[config.mk]
export PLATFORM = sky130hd
export DESIGN_NAME = adc_post_top
export DESIGN_NICKNAME = d
export VERILOG_FILES = /design/src/rtl/adc_post_pkg.sv /design/src/rtl/offset_nulling_filter.sv /design/src/rtl/threshold_detector.sv /design/src/rtl/adc_post_top.sv
export SDC_FILE = /design/constraint.sdc
export NUM_CORES = 1
export LEC_CHECK = 0
export BUFFER_PORTS_ARGS = -buffer_cell sky130_fd_sc_hd__buf_2
export CORE_AREA = 2 2 179 181
export CTS_CLUSTER_DIAMETER = 40
export DETAILED_ROUTE_END_ITERATION = 10
export DIE_AREA = 0 0 181 183
export GPL_ROUTABILITY_DRIVEN = 0
export PLACE_DENSITY = 0.82
export SLEW_MARGIN = 20
export SYNTH_ARGS = -nofsm -noshare
export SYNTH_HDL_FRONTEND = slang
export SYNTH_SLANG_ARGS = --single-unit
[constraint.sdc]
create_clock -name mclk -period 26.4 [get_ports mclk]
set_clock_uncertainty 0.1 [all_clocks]
set_input_delay 5.28 -clock mclk [delete_from_list [all_inputs] [get_ports mclk]]
set_output_delay 5.28 -clock mclk [all_outputs]
set_load 0.02 [all_outputs]
[src/rtl/adc_post_pkg.sv]
// constants, register map and field layout for the adc post-processing block
// Overview of operation
// [RL1] overrange flag follows input overrange by exactly 36 sample clocks
// [RL2] detect flag sets when magnitude exceeds 16-bit upper threshold at 0x47/0x48
// [RL3] upper threshold comparison reaches detect flag after seven sample clocks
// [RL4] threshold full scale is magnitude 2^13; dBFS is 20log(threshold/2^13)
// [RL5] detect flag holds until magnitude stays below lower threshold for dwell time
// [RL6] lower threshold at 0x49/0x4A compared at full resolution after pipeline delay
// [RL7] dwell time 1 to 65535 sample clocks from 0x4B/0x4C
// [RL8] dc correction is high-pass, bandwidth 2^(-k-14)*fs/2pi, k from 0x40 bits 5:2
// [RL9] software programs k only from 0 to 13
// [RL10] current 16-bit correction value readable at 0x41/0x42
// [RL11] freeze bit 6 stops estimate updates and keeps applying last value
// [RL12] clearing freeze resumes estimation and applies current value
// [RL13] correction subtracted from samples only while bit 1 of 0x40 set
// [RL14] detection uses magnitude only, sign ignored
// [RL15] detection active only while bit 0 of 0x45 set
// [RL16] shadowed writes apply together when 0x01 written to 0xFF; bit self-clears
// [RL17] dwell count restarts when magnitude returns to or above lower threshold
// [RL18] lower address of each pair holds low byte, higher address high byte
package adc_post_pkg;
    localparam int SAMPLE_W = 14;
    localparam int WORD_W = 16;
    localparam int MHZ_CLK = 125;
    // register offsets
    localparam logic [7:0] ADDR_DC_CTRL = 8'h40;
    localparam logic [7:0] ADDR_DC_VAL_LO = 8'h41;
    localparam logic [7:0] ADDR_DC_VAL_HI = 8'h42;
    localparam logic [7:0] ADDR_DET_ENABLE = 8'h45;
    localparam logic [7:0] ADDR_UPPER_LO = 8'h47;
    localparam logic [7:0] ADDR_UPPER_HI = 8'h48;
    localparam logic [7:0] ADDR_LOWER_LO = 8'h49;
    localparam logic [7:0] ADDR_LOWER_HI = 8'h4A;
    localparam logic [7:0] ADDR_DWELL_LO = 8'h4B;
    localparam logic [7:0] ADDR_DWELL_HI = 8'h4C;
    localparam logic [7:0] ADDR_UPDATE = 8'hFF;
    localparam logic [7:0] UPDATE_CMD = 8'h01;
    // fields of the correction control and detection enable registers
    localparam int BIT_DC_ENABLE = 1;
    localparam int BIT_DC_FREEZE = 6;
    localparam int K_LSB = 2;
    localparam int K_W = 4;
    localparam int BIT_DET_ENABLE = 0;
    localparam logic [3:0] K_MAX = 4'hD;
    localparam int K_OFFSET = 14;
    // fractional bits of the estimate: enough for the largest shift
    localparam int FRAC_W = 27;
    // reset values
    localparam logic [7:0] RST_BYTE = 8'h00;
    localparam logic [15:0] RST_DWELL = 16'h0001;
    // latencies in sample clocks
    localparam int OVERRANGE_LAT = 36;
    localparam int DETECT_LAT = 7;
endpackage : adc_post_pkg

[src/rtl/offset_nulling_filter.sv]
// first-order high-pass dc estimator with freeze and enable
`timescale 1ns/1ps
`default_nettype none
module offset_nulling_filter (
    input wire logic mclk,
    input wire logic sys_rst,
    input wire logic signed [13:0] sample,
    input wire logic [3:0] k_code,
    input wire logic freeze,
    input wire logic enable,
    output logic signed [13:0] corrected,
    output logic [15:0] dc_value
);
    localparam int EST_W = adc_post_pkg::SAMPLE_W + adc_post_pkg::FRAC_W + 1;
    logic signed [EST_W-1:0] estimate;
    logic signed [EST_W:0] diff;
    logic signed [EST_W:0] step;
    logic [4:0] shift;
    logic signed [15:0] live_dc;
    logic signed [15:0] held_dc;
    logic signed [15:0] applied;
    logic signed [16:0] difference;

    // out-of-range codes are clamped so the shifter never exceeds the fraction
    assign shift = 5'(((k_code > adc_post_pkg::K_MAX) ? adc_post_pkg::K_MAX : k_code) + adc_post_pkg::K_OFFSET); // [RL8] [RL9]
    assign diff = (EST_W+1)'(signed'({sample, {adc_post_pkg::FRAC_W{1'b0}}})) - (EST_W+1)'(estimate);
    assign step = diff >>> shift;
    assign live_dc = 16'(estimate >>> adc_post_pkg::FRAC_W);
    // while frozen the last value goes on being applied
    assign applied = freeze ? held_dc : live_dc; // [RL11] [RL12]
    assign difference = 17'(sample) - 17'(applied);

    // leaky integrator; holds still while frozen
    always_ff @(posedge mclk or posedge sys_rst) begin
        if (sys_rst) begin
            estimate <= '0;
        end else if (!freeze) begin
            estimate <= estimate + EST_W'(step); // [RL8] [RL12]
        end
    end

    // capture the value to keep applying across a freeze
    always_ff @(posedge mclk or posedge sys_rst) begin
        if (sys_rst) begin
            held_dc <= '0;
        end else if (!freeze) begin
            held_dc <= live_dc; // [RL11]
        end
    end

    // output path, saturated back to converter width
    always_ff @(posedge mclk or posedge sys_rst) begin
        if (sys_rst) begin
            corrected <= '0;
            dc_value <= '0;
        end else begin
            dc_value <= applied; // [RL10]
            if (!enable) begin
                corrected <= sample; // [RL13]
            end else if (difference > 17'sh01FFF) begin
                corrected <= 14'h1FFF;
            end else if (difference < -17'sh02000) begin
                corrected <= 14'h2000;
            end else begin
                corrected <= difference[13:0]; // [RL13]
            end
        end
    end
endmodule : offset_nulling_filter
`default_nettype wire

[src/rtl/threshold_detector.sv]
// magnitude threshold detector with dwell-time release
`timescale 1ns/1ps
`default_nettype none
module threshold_detector (
    input wire logic mclk,
    input wire logic sys_rst,
    input wire logic signed [13:0] sample,
    input wire logic enable,
    input wire logic [15:0] upper,
    input wire logic [15:0] lower,
    input wire logic [15:0] dwell,
    output logic threshold_detect_flag
);
    logic [15:0] mag_pipe [0:adc_post_pkg::DETECT_LAT-2];
    logic [15:0] mag_now;
    logic [15:0] mag;
    logic [15:0] dwell_count;
    logic [15:0] dwell_target;

    // sign dropped; 2^13 is full scale so 16 bits hold any magnitude
    assign mag_now = sample[13] ? 16'(-17'(sample)) : 16'(sample); // [RL14] [RL4]
    assign mag = mag_pipe[adc_post_pkg::DETECT_LAT-2];
    // a zero dwell is below the 1 to 65535 range, so it behaves as one
    assign dwell_target = (dwell == 16'h0000) ? 16'h0001 : dwell; // [RL7]

    // delay line: six stages plus the flag register give seven cycles
    always_ff @(posedge mclk or posedge sys_rst) begin
        if (sys_rst) begin
            for (int i = 0; i < adc_post_pkg::DETECT_LAT-1; i++) begin
                mag_pipe[i] <= '0;
            end
        end else begin
            mag_pipe[0] <= mag_now;
            for (int i = 1; i < adc_post_pkg::DETECT_LAT-1; i++) begin
                mag_pipe[i] <= mag_pipe[i-1]; // [RL3]
            end
        end
    end

    // set on upper crossing, clear after dwell cycles below lower
    always_ff @(posedge mclk or posedge sys_rst) begin
        if (sys_rst) begin
            threshold_detect_flag <= 1'b0;
            dwell_count <= '0;
        end else if (!enable) begin
            threshold_detect_flag <= 1'b0; // [RL15]
            dwell_count <= '0;
        end else if (mag > upper) begin
            threshold_detect_flag <= 1'b1; // [RL2] [RL3]
            dwell_count <= '0;
        end else if (mag >= lower) begin
            dwell_count <= '0; // [RL17]
        end else if (threshold_detect_flag) begin
            if (dwell_count + 16'h0001 >= dwell_target) begin
                threshold_detect_flag <= 1'b0; // [RL5] [RL6]
                dwell_count <= '0;
            end else begin
                dwell_count <= dwell_count + 16'h0001; // [RL7]
            end
        end
    end
endmodule : threshold_detector
`default_nettype wire

[src/rtl/adc_post_top.sv]
// top of the adc post-processing block: registers, overrange delay, filters
`timescale 1ns/1ps
`default_nettype none
module adc_post_top (
    input wire logic mclk,
    input wire logic sys_rst,
    input wire logic [13:0] adc_sample,
    input wire logic adc_overrange,
    input wire logic [7:0] reg_addr,
    input wire logic [7:0] reg_wdata,
    input wire logic reg_wr,
    input wire logic reg_rd,
    output logic [7:0] reg_rdata,
    output logic [13:0] sample_out,
    output logic overrange_flag,
    output logic threshold_detect_flag
);
    // shadow copies, written by software
    logic [7:0] sh_dc_ctrl;
    logic [7:0] sh_det_enable;
    logic [15:0] sh_upper;
    logic [15:0] sh_lower;
    logic [15:0] sh_dwell;
    // active copies, loaded by the transfer command
    logic [7:0] dc_ctrl;
    logic [7:0] det_enable;
    logic [15:0] upper;
    logic [15:0] lower;
    logic [15:0] dwell;
    logic transfer_pending;
    logic [adc_post_pkg::OVERRANGE_LAT-1:0] or_pipe;
    logic [15:0] dc_value;
    logic [7:0] dc_hi_snap;
    logic [13:0] corrected;

    // merge a byte into the low or high half of a pair
    function automatic logic [15:0] put_byte(input logic [15:0] word, input logic hi, input logic [7:0] b);
        put_byte = hi ? {b, word[7:0]} : {word[15:8], b}; // [RL18]
    endfunction : put_byte

    // shadow register writes
    always_ff @(posedge mclk or posedge sys_rst) begin
        if (sys_rst) begin
            sh_dc_ctrl <= adc_post_pkg::RST_BYTE;
            sh_det_enable <= adc_post_pkg::RST_BYTE;
            sh_upper <= '0;
            sh_lower <= '0;
            sh_dwell <= adc_post_pkg::RST_DWELL;
        end else if (reg_wr) begin
            case (reg_addr)
                adc_post_pkg::ADDR_DC_CTRL: sh_dc_ctrl <= reg_wdata;
                adc_post_pkg::ADDR_DET_ENABLE: sh_det_enable <= reg_wdata;
                adc_post_pkg::ADDR_UPPER_LO: sh_upper <= put_byte(sh_upper, 1'b0, reg_wdata);
                adc_post_pkg::ADDR_UPPER_HI: sh_upper <= put_byte(sh_upper, 1'b1, reg_wdata);
                adc_post_pkg::ADDR_LOWER_LO: sh_lower <= put_byte(sh_lower, 1'b0, reg_wdata);
                adc_post_pkg::ADDR_LOWER_HI: sh_lower <= put_byte(sh_lower, 1'b1, reg_wdata);
                adc_post_pkg::ADDR_DWELL_LO: sh_dwell <= put_byte(sh_dwell, 1'b0, reg_wdata);
                adc_post_pkg::ADDR_DWELL_HI: sh_dwell <= put_byte(sh_dwell, 1'b1, reg_wdata);
                default: ;
            endcase
        end
    end

    // transfer bit: set by the command, cleared by the copy one cycle later
    always_ff @(posedge mclk or posedge sys_rst) begin
        if (sys_rst) begin
            transfer_pending <= 1'b0;
        end else if (reg_wr && reg_addr == adc_post_pkg::ADDR_UPDATE && reg_wdata == adc_post_pkg::UPDATE_CMD) begin
            transfer_pending <= 1'b1; // [RL16]
        end else begin
            transfer_pending <= 1'b0; // [RL16]
        end
    end

    // all active copies load on the same edge so the block never sees a mix
    always_ff @(posedge mclk or posedge sys_rst) begin
        if (sys_rst) begin
            dc_ctrl <= adc_post_pkg::RST_BYTE;
            det_enable <= adc_post_pkg::RST_BYTE;
            upper <= '0;
            lower <= '0;
            dwell <= adc_post_pkg::RST_DWELL;
        end else if (transfer_pending) begin
            dc_ctrl <= sh_dc_ctrl; // [RL16]
            det_enable <= sh_det_enable;
            upper <= sh_upper;
            lower <= sh_lower;
            dwell <= sh_dwell;
        end
    end

    // overrange seen at the pipeline output, delayed to match
    always_ff @(posedge mclk or posedge sys_rst) begin
        if (sys_rst) begin
            or_pipe <= '0;
        end else begin
            or_pipe <= {or_pipe[adc_post_pkg::OVERRANGE_LAT-2:0], adc_overrange}; // [RL1]
        end
    end
    assign overrange_flag = or_pipe[adc_post_pkg::OVERRANGE_LAT-1]; // [RL1]

    offset_nulling_filter u_dc (
        .mclk(mclk),
        .sys_rst(sys_rst),
        .sample(signed'(adc_sample)),
        .k_code(dc_ctrl[adc_post_pkg::K_LSB +: adc_post_pkg::K_W]), // [RL8]
        .freeze(dc_ctrl[adc_post_pkg::BIT_DC_FREEZE]), // [RL11]
        .enable(dc_ctrl[adc_post_pkg::BIT_DC_ENABLE]), // [RL13]
        .corrected(corrected),
        .dc_value(dc_value)
    );
    assign sample_out = corrected;

    // detection looks at the raw samples, ahead of the correction
    threshold_detector u_det (
        .mclk(mclk),
        .sys_rst(sys_rst),
        .sample(signed'(adc_sample)),
        .enable(det_enable[adc_post_pkg::BIT_DET_ENABLE]), // [RL15]
        .upper(upper),
        .lower(lower),
        .dwell(dwell),
        .threshold_detect_flag(threshold_detect_flag)
    );

    // reading the low byte freezes the high byte so the pair stays coherent
    always_ff @(posedge mclk or posedge sys_rst) begin
        if (sys_rst) begin
            dc_hi_snap <= '0;
        end else if (reg_rd && reg_addr == adc_post_pkg::ADDR_DC_VAL_LO) begin
            dc_hi_snap <= dc_value[15:8]; // [RL18]
        end
    end

    // registered read data; unmapped addresses read zero
    always_ff @(posedge mclk or posedge sys_rst) begin
        if (sys_rst) begin
            reg_rdata <= '0;
        end else if (reg_rd) begin
            case (reg_addr)
                adc_post_pkg::ADDR_DC_CTRL: reg_rdata <= sh_dc_ctrl;
                adc_post_pkg::ADDR_DC_VAL_LO: reg_rdata <= dc_value[7:0]; // [RL10]
                adc_post_pkg::ADDR_DC_VAL_HI: reg_rdata <= dc_hi_snap; // [RL10]
                adc_post_pkg::ADDR_DET_ENABLE: reg_rdata <= sh_det_enable;
                adc_post_pkg::ADDR_UPPER_LO: reg_rdata <= sh_upper[7:0];
                adc_post_pkg::ADDR_UPPER_HI: reg_rdata <= sh_upper[15:8];
                adc_post_pkg::ADDR_LOWER_LO: reg_rdata <= sh_lower[7:0];
                adc_post_pkg::ADDR_LOWER_HI: reg_rdata <= sh_lower[15:8];
                adc_post_pkg::ADDR_DWELL_LO: reg_rdata <= sh_dwell[7:0];
                adc_post_pkg::ADDR_DWELL_HI: reg_rdata <= sh_dwell[15:8];
                adc_post_pkg::ADDR_UPDATE: reg_rdata <= {7'h00, transfer_pending};
                default: reg_rdata <= 8'h00;
            endcase
        end
    end
endmodule : adc_post_top
`default_nettype wire

==> results of run 1 <==
[state kept, by name, indices dropped and copies added (netlist names), 14 cells and up]
signal,cells
sh_lower,16
upper,16
u_dc.held_dc,16
u_dc.estimate,42
u_dc.corrected,14
sh_upper,16
u_det.mag,16
u_det.dwell_count,16
or_pipe,36
dwell,16
sh_dwell,16
u_det.mag_pipe,80
lower,16
[worst max-delay path, cell delays in order]
cell and delay (ps):
buf_2 170, ha_1 390, a21o_1 210, a21o_1 230, a2111oi_0 790, a21oi_4 170, a21boi_0 390, xor2_1 190
nor2_1 100, nor2_1 130, a221oi_1 70, a2111oi_0 640, a21oi_1 150, ha_1 420, a21o_1 230, a21o_1 180
a21oi_1 220, nand2_1 80, nor4b_1 610, nor3_1 200, o21ai_0 500, o21bai_1 160, a21oi_1 270, xor2_1 170
o21ai_0 80
[cell type report]
class	count	share of cell area, %
Clock buffer	56	5.60
Clock inverter	30	1.56
Inverter	107	1.85
Multi-Input combinational cell	1529	46.5
Sequential cell	357	40.4
Tap cell	402	2.27
Timing Repair Buffer	74	1.91
[cell usage after synthesis (all sizes together) (15+ instances only)]
cell type	number
a211oi	16
a21o	49
a21oi	143
a22oi	26
and3	22
buf	18
clkbuf	84
dfrtp	355
ha	123
inv	107
mux2	87
mux2i	24
nand2	236
nand2b	24
nand3	31
nand4	19
nor2	130
nor3	42
nor4	15
o21a	33
o21ai	183
o22ai	30
xnor2	48
xor2	43
[stage by stage]
step           total power, uW  setup slack, ps  instances  utilization (%)  cell area, um^2
6_report                  2730            14680       2555             70.9            22100
4_1_cts                   2700            14930       2555             70.9            22100
5_1_grt                   2900            14400       2555             70.9            22100
2_1_floorplan             1750            11120       2095                -            20000
3_5_place_dp              2050            14410       2469             65.8            20600
3_3_place_gp              2000            14520       2469             65.8            20600
[worst paths after layout]
kind | startpoint | end | slack (ps) | cells after the start
setup reg to reg | u_dc.estimate[16]$_DFFE_PP0N_ | u_dc.estimate[39]$_DFFE_PP0N_ | 18700 | 22
max in group asynchronous | sys_rst | dc_ctrl[6]$_DFFE_PP0P_ | 19850 | 3
hold / removal | u_det.mag_pipe[32]$_DFF_PP0_ | u_det.mag_pipe[16]$_DFF_PP0_ | 240 | 0
min in group asynchronous | sys_rst | u_dc.corrected[5]$_DFF_PP0_ | 4700 | 2
hold reg to reg | u_det.mag_pipe[32]$_DFF_PP0_ | u_det.mag_pipe[16]$_DFF_PP0_ | 240 | 0
setup / recovery | adc_sample[1] | u_dc.estimate[38]$_DFFE_PP0N_ | 14680 | 25
[logic make-up after synthesis]
group                      Yosys count
AOI/OAI and AO/OA                  606
xor gates and xnor gates            91
adders and majority gates          125
buffers and inverters              209
DFF                                357
muxes                              114
other                                1
and+or+nand+nor                    591
[power by group through the flow]
stage               clock network [uW]  logic [uW]  registers (uW)
floorplan                            0        1070             679
global placement                     0        1280             716
detailed placement                   0        1330             718
CTS                                644        1350             710
global route                       669        1510             720
finish                             636        1390             713
[per-layer routing]
layer  part of all wire (%)  track usage, %  vias to the layer above
li1                       -               -                     7554
met1                     41            43.3                     8105
met2                     45            51.1                      879
met3                    9.5            7.43                      197
met4                    4.9            15.4                        0
met5                      0               0                        -
==> flow_metrics.py, run 1 <==
metrics = {
    "timing": {
        "hold_slack_ps": 238,
        "tightestPinTransition_ps": 1160,
        "rsz0062_at_grt": "false",
        "fin_crit_sh_pct": 44.4,
        "tns_ps": 0,
        "final_hold_viol_count": 0,
        "setup_viol_count_final": 0,
        "maxSlewViolCount": 0,
        "max_freq_ghz": 0.0853,
        "min_period_ps": 11720,
        "slew_headroom_pct": 22.8,
    },
    "yosys": {
        "synth_top_flop_cell": "dfrtp_1",
        "ys_types": 86,
        "synth_compound_area_share_pct": 19.2,
        "synth_warnings": 0,
        "ys_async_sr_fraction_pct": 100,
        "synth-simple-area-share_pct": 13.8,
        "synth_top_area_share_pct": 44.4,
        "syn-cell-area_um2": 20000,
        "yosys.area.top_type": "dfrtp_1",
        "seq_area_frac_synth_pct": 44.7,
        "synthAdderAreaFrac_pct": 7.89,
        "synth_top_family_by_area": "compound AO/OA/AOI/OAI gates",
        "synth-xor-area-share_pct": 3.98,
        "synth_cells": 2094,
        "yosys-top-cells-area": "dfrtp_1, ha_1, mux2_2",
        "synthMuxAreaShare_pct": 6.44,
        "synth_edf_count": 0,
        "avgSynthCellArea_um2": 9.55,
        "synth-seq-cells": 357,
    },
    "floorplan": {
        "die_w_um": 181,
        "die_area_um2": 33100,
        "core_area_um2": 31200,
        "row_count": 65,
        "chipHeight_um": 183,
        "start_util_pct": 64.1,
        "pin_count": 59,
    },
    "power": {
        "netSwitchingFraction_pct": 42.4,
        "internal-power_uw": 1580,
        "leakage_uw": 0.0100,
        "comb_power_share_pct": 50.7,
        "pwr-share-clk_pct": 23.3,
        "p_seq_share_pct": 26.1,
        "p_per_area_nw_per_um2": 123,
        "vdd_drop_max_mv": 0.0850,
        "p_switching_uw": 1160,
    },
    "finish": {
        "layout.nets": 2276,
        "final_layout_size_suffix_gt1_share_pct": 13.2,
        "seq_area_um2": 8940,
        "area_delta_synth_final_pct": 10.7,
        "num_antenna_cells": 0,
        "final_common_cell": "dfrtp_1",
        "nFillCells": 2244,
        "final_cell_mix": "dfrtp_1, nand2_1, o21ai_0, a21oi_1, nor2_1",
        "multiInputGateArea_um2": 10300,
    },
    "drt": {
        "drt_pass1_iterations": 9,
        "viasPerCell": 6.55,
        "wl_per_cell_um": 20.9,
        "ant_nets": 0,
        "drtIter0Drc": 2116,
        "vias": 16700,
        "drc": 0,
        "routed_wl_um": 53400,
    },
    "clocking": {
        "numCtsBuffers": 47,
        "insertion_delay_ps": 590,
        "cts_setup_buffers": 0,
        "hold_buffers": 0,
        "clk_pin_slew_ps": 60,
        "htree_levels": 2,
        "clkSinkCount": 357,
        "cts_tree": "yes",
        "cts-root-buf": "clkbuf_16",
        "clock_path_buffers": 3,
        "cts_resized": 0,
    },
    "global_route": {
        "grt_start_max_net_pins": 180,
        "grt_pass1_wl_um": 85400,
        "overflow": 0,
        "grt.total_usage_pct": 32.6,
        "grt_pass1_vias": 16300,
        "antenna_found_initial": 0,
    },
    "worst_setup_path": {
        "crit_fanout": 6,
        "start_kind": "input pin",
        "arrival_ps": 12060,
        "worstPathRequired_ps": 26730,
        "cp-end-kind": "flip-flop",
        "critical_path_class": "in2reg",
    },
    "run_status": {
        "outcome": "complete, no violations",
    },
    "placed_design": {
        "port_buffers": 58,
        "dp_hpwl_um": 37600,
    },
    "hold_path": {
        "min_path_type": "reg2reg",
    },
    "job": {
        "drv_cap": 0,
    },
}
No activity file was read; power rests on OpenSTA's default activity.
==> inputs of run 2 (changes only) <==
Settings changed: CORE_AREA 2 2 179 181 to 2 2 191 193, DIE_AREA 0 0 181 183 to 0 0 193 195, PLACE_DENSITY 0.82 to 0.76.
Clock period 26.4 ns to 10.3 ns, I/O delays scaled along.
==> run 2 against run 1 <==
  * Setup slack got worse by 13000 ps
  * Count of clock-buffer cells in the layout rose by 1
  * Wire length fell by 0.10%
  * Sequential cell count did not move
  * Largest cell class unchanged
==> flow_metrics.py, run 2 (synthesis gave the netlist of run 1 again) <==
metrics = {
    "timing": {
        "tns_ps": 0,
        "maxSlewViolCount": 0,
        "tightestPinTransition_ps": 1140,
        "fin_crit_sh_pct": 81.7,
        "final_hold_viol_count": 0,
        "max_freq_ghz": 0.119,
        "min_period_ps": 8410,
        "setup_viol_count_final": 0,
        "slew_headroom_pct": 23.5,
        "rsz0062_at_grt": "false",
    },
    "placed_design": {
        "dp.cells": 2533,
        "port_buffers": 58,
        "dp_hpwl_um": 38400,
    },
    "power": {
        "p_per_area_nw_per_um2": 321,
        "leakage_uw": 0.0102,
        "vdd_drop_max_mv": 0.277,
    },
    "drt": {
        "drtIter0Drc": 1733,
        "viasPerCell": 6.27,
        "drc": 0,
        "routed_wl_um": 53400,
        "ant_nets": 0,
        "vias": 16500,
        "wl_per_cell_um": 20.3,
        "drt_pass1_iterations": 6,
    },
    "worst_setup_path": {
        "timing.rr.start": "u_dc.estimate[16]$_DFFE_PP0N_",
        "crit_fanout": 6,
        "r2r_cells": 22,
        "start_kind": "input pin",
        "crit_top_cell": "a2111oi_0",
        "crit_chain": "buf_2 > ha_1 > a21o_1 > a21o_1 > a2111oi_0 > a21oi_4 > a2111oi_0 > nor3_1 > xor2_1 > o32a_1 > nor2_1 > nor3_1 > ha_1 > nand3_1 > a21boi_0 > o21ai_0 > or4b_2 > a311o_1 > a41o_1 > a41o_1 > a2111oi_0 > a21oi_1 > xnor2_1 > mux2i_1",
        "slowest_delay_ps": 810,
        "critical-path-top-delay-family": "compound AO/OA/AOI/OAI gates",
        "arrival_ps": 8780,
        "cp-end-kind": "flip-flop",
        "worstPathRequired_ps": 10670,
        "slowest_stage": "a2111oi_0",
        "critical_path_class": "in2reg",
        "r2r_slack_ps": 3080,
        "cp.depth": 24,
        "path_buf_inv": 1,
        "r2r_end": "u_dc.estimate[40]$_DFFE_PP0N_",
    },
    "finish": {
        "top_register": "u_det.mag_pipe",
        "final_common_cell": "dfrtp_1",
        "final_layout_size_suffix_gt1_share_pct": 14.1,
        "nFillCells": 2797,
        "layout.cells.non_filler": 2632,
        "area_delta_synth_final_pct": 12.7,
        "num_antenna_cells": 0,
        "largest_registers": "u_det.mag_pipe: 80 flops, u_dc.estimate: 42 flops, or_pipe: 36 flops",
        "layout.nets": 2287,
        "final_cell_mix": "dfrtp_1, nand2_1, o21ai_0, a21oi_1, nor2_1",
        "largest_reg_flops": 80,
    },
    "clocking": {
        "clock_path_buffers": 3,
        "cts_resized": 0,
        "clkSinkCount": 357,
        "cts-root-buf": "clkbuf_16",
        "cts_setup_buffers": 0,
        "insertion_delay_ps": 610,
        "cts_tree": "yes",
        "numCtsBuffers": 53,
        "htree_levels": 2,
        "clk_pin_slew_ps": 60,
        "hold_buffers": 0,
    },
    "job": {
        "drv_cap": 0,
    },
    "floorplan": {
        "row_count": 69,
        "core_area_um2": 35400,
        "die_area_um2": 37600,
        "start_util_pct": 56.5,
        "pin_count": 59,
        "die_w_um": 193,
        "chipHeight_um": 195,
    },
    "global_route": {
        "overflow": 0,
        "grt_pass1_wl_um": 84800,
        "grt.total_usage_pct": 28.8,
        "grt_pass1_vias": 15600,
        "antenna_found_initial": 1,
        "grt_start_max_net_pins": 94,
    },
    "hold_path": {
        "min_path_type": "reg2reg",
        "min_to": "or_pipe[33]$_DFF_PP0_",
        "min-delay-start": "or_pipe[32]$_DFF_PP0_",
        "hold_path_depth": 0,
    },
    "run_status": {
        "outcome": "complete, no violations",
    },
}
[run 2: changes by cell type in the layout (fill, tap and decap cells not counted), moves of 2 or more]
cell,previous run,this run
inv_8,5,8
clkinvlp_4,7,5
clkinv_4,2,4
clkbuf_1,6,1
clkbuf_16,47,53
clkinv_2,6,4
clkinv_8,4,2
inv_6,3,13
buf_4,15,20
[run 2: worst max-delay path by stage]
stage	from	end	slack, ps
2_1_floorplan	adc_sample[1]	u_dc.estimate[41]$_DFFE_PP0N_	2500
4_1_cts	adc_sample[1]	u_dc.estimate[39]$_DFFE_PP0N_	2060
5_1_grt	adc_sample[1]	u_dc.estimate[40]$_DFFE_PP0N_	1440
6_report	adc_sample[1]	u_dc.estimate[39]$_DFFE_PP0N_	1890
3_3_place_gp	adc_sample[1]	u_dc.estimate[39]$_DFFE_PP0N_	1630
3_5_place_dp	adc_sample[1]	u_dc.estimate[39]$_DFFE_PP0N_	1430
[run 2: per-layer routing]
layer | global-route usage [%] | wire (um) | vias to the layer above
met2 | 44.9 | 24500 | 773
li1 | - | - | 7578
met5 | 0 | 0 | -
met3 | 5.72 | 4620 | 151
met1 | 39.7 | 22400 | 7999
met4 | 11.2 | 1910 | 0
[run 2: final cells by class]
cell class / count / area [um^2] / area share (%)
clock buffers: 57 / 1370 / 6.08
clock inverters: 42 / 508 / 2.25
inverters: 107 / 405 / 1.80
multi-input cells: 1529 / 10300 / 45.6
well taps: 461 / 577 / 2.56
flip-flops and latches: 357 / 8940 / 39.7
repair buffers: 79 / 452 / 2.00
[run 2: through the flow]
stage                     hold slack [ps]  cell area (um^2)  power [uW]  utilization (%)  worst slack (ps)
after detailed placement              235             20700        5280             58.4              1430
after global placement                232             20700        5160             58.4              1630
after floorplan                       231             20000        4480                -              2500
after global routing                  246             22500        7710             63.7              1440
after CTS                             245             22500        7180             63.7              2060
final                                 241             22500        7240             63.7              1890
[run 2: power breakdown]
group | switching, uW | internal [uW]
Combinational | 2090 | 1450
Sequential | 202 | 1620
Clock | 756 | 1110
Total | 3050 | 4180
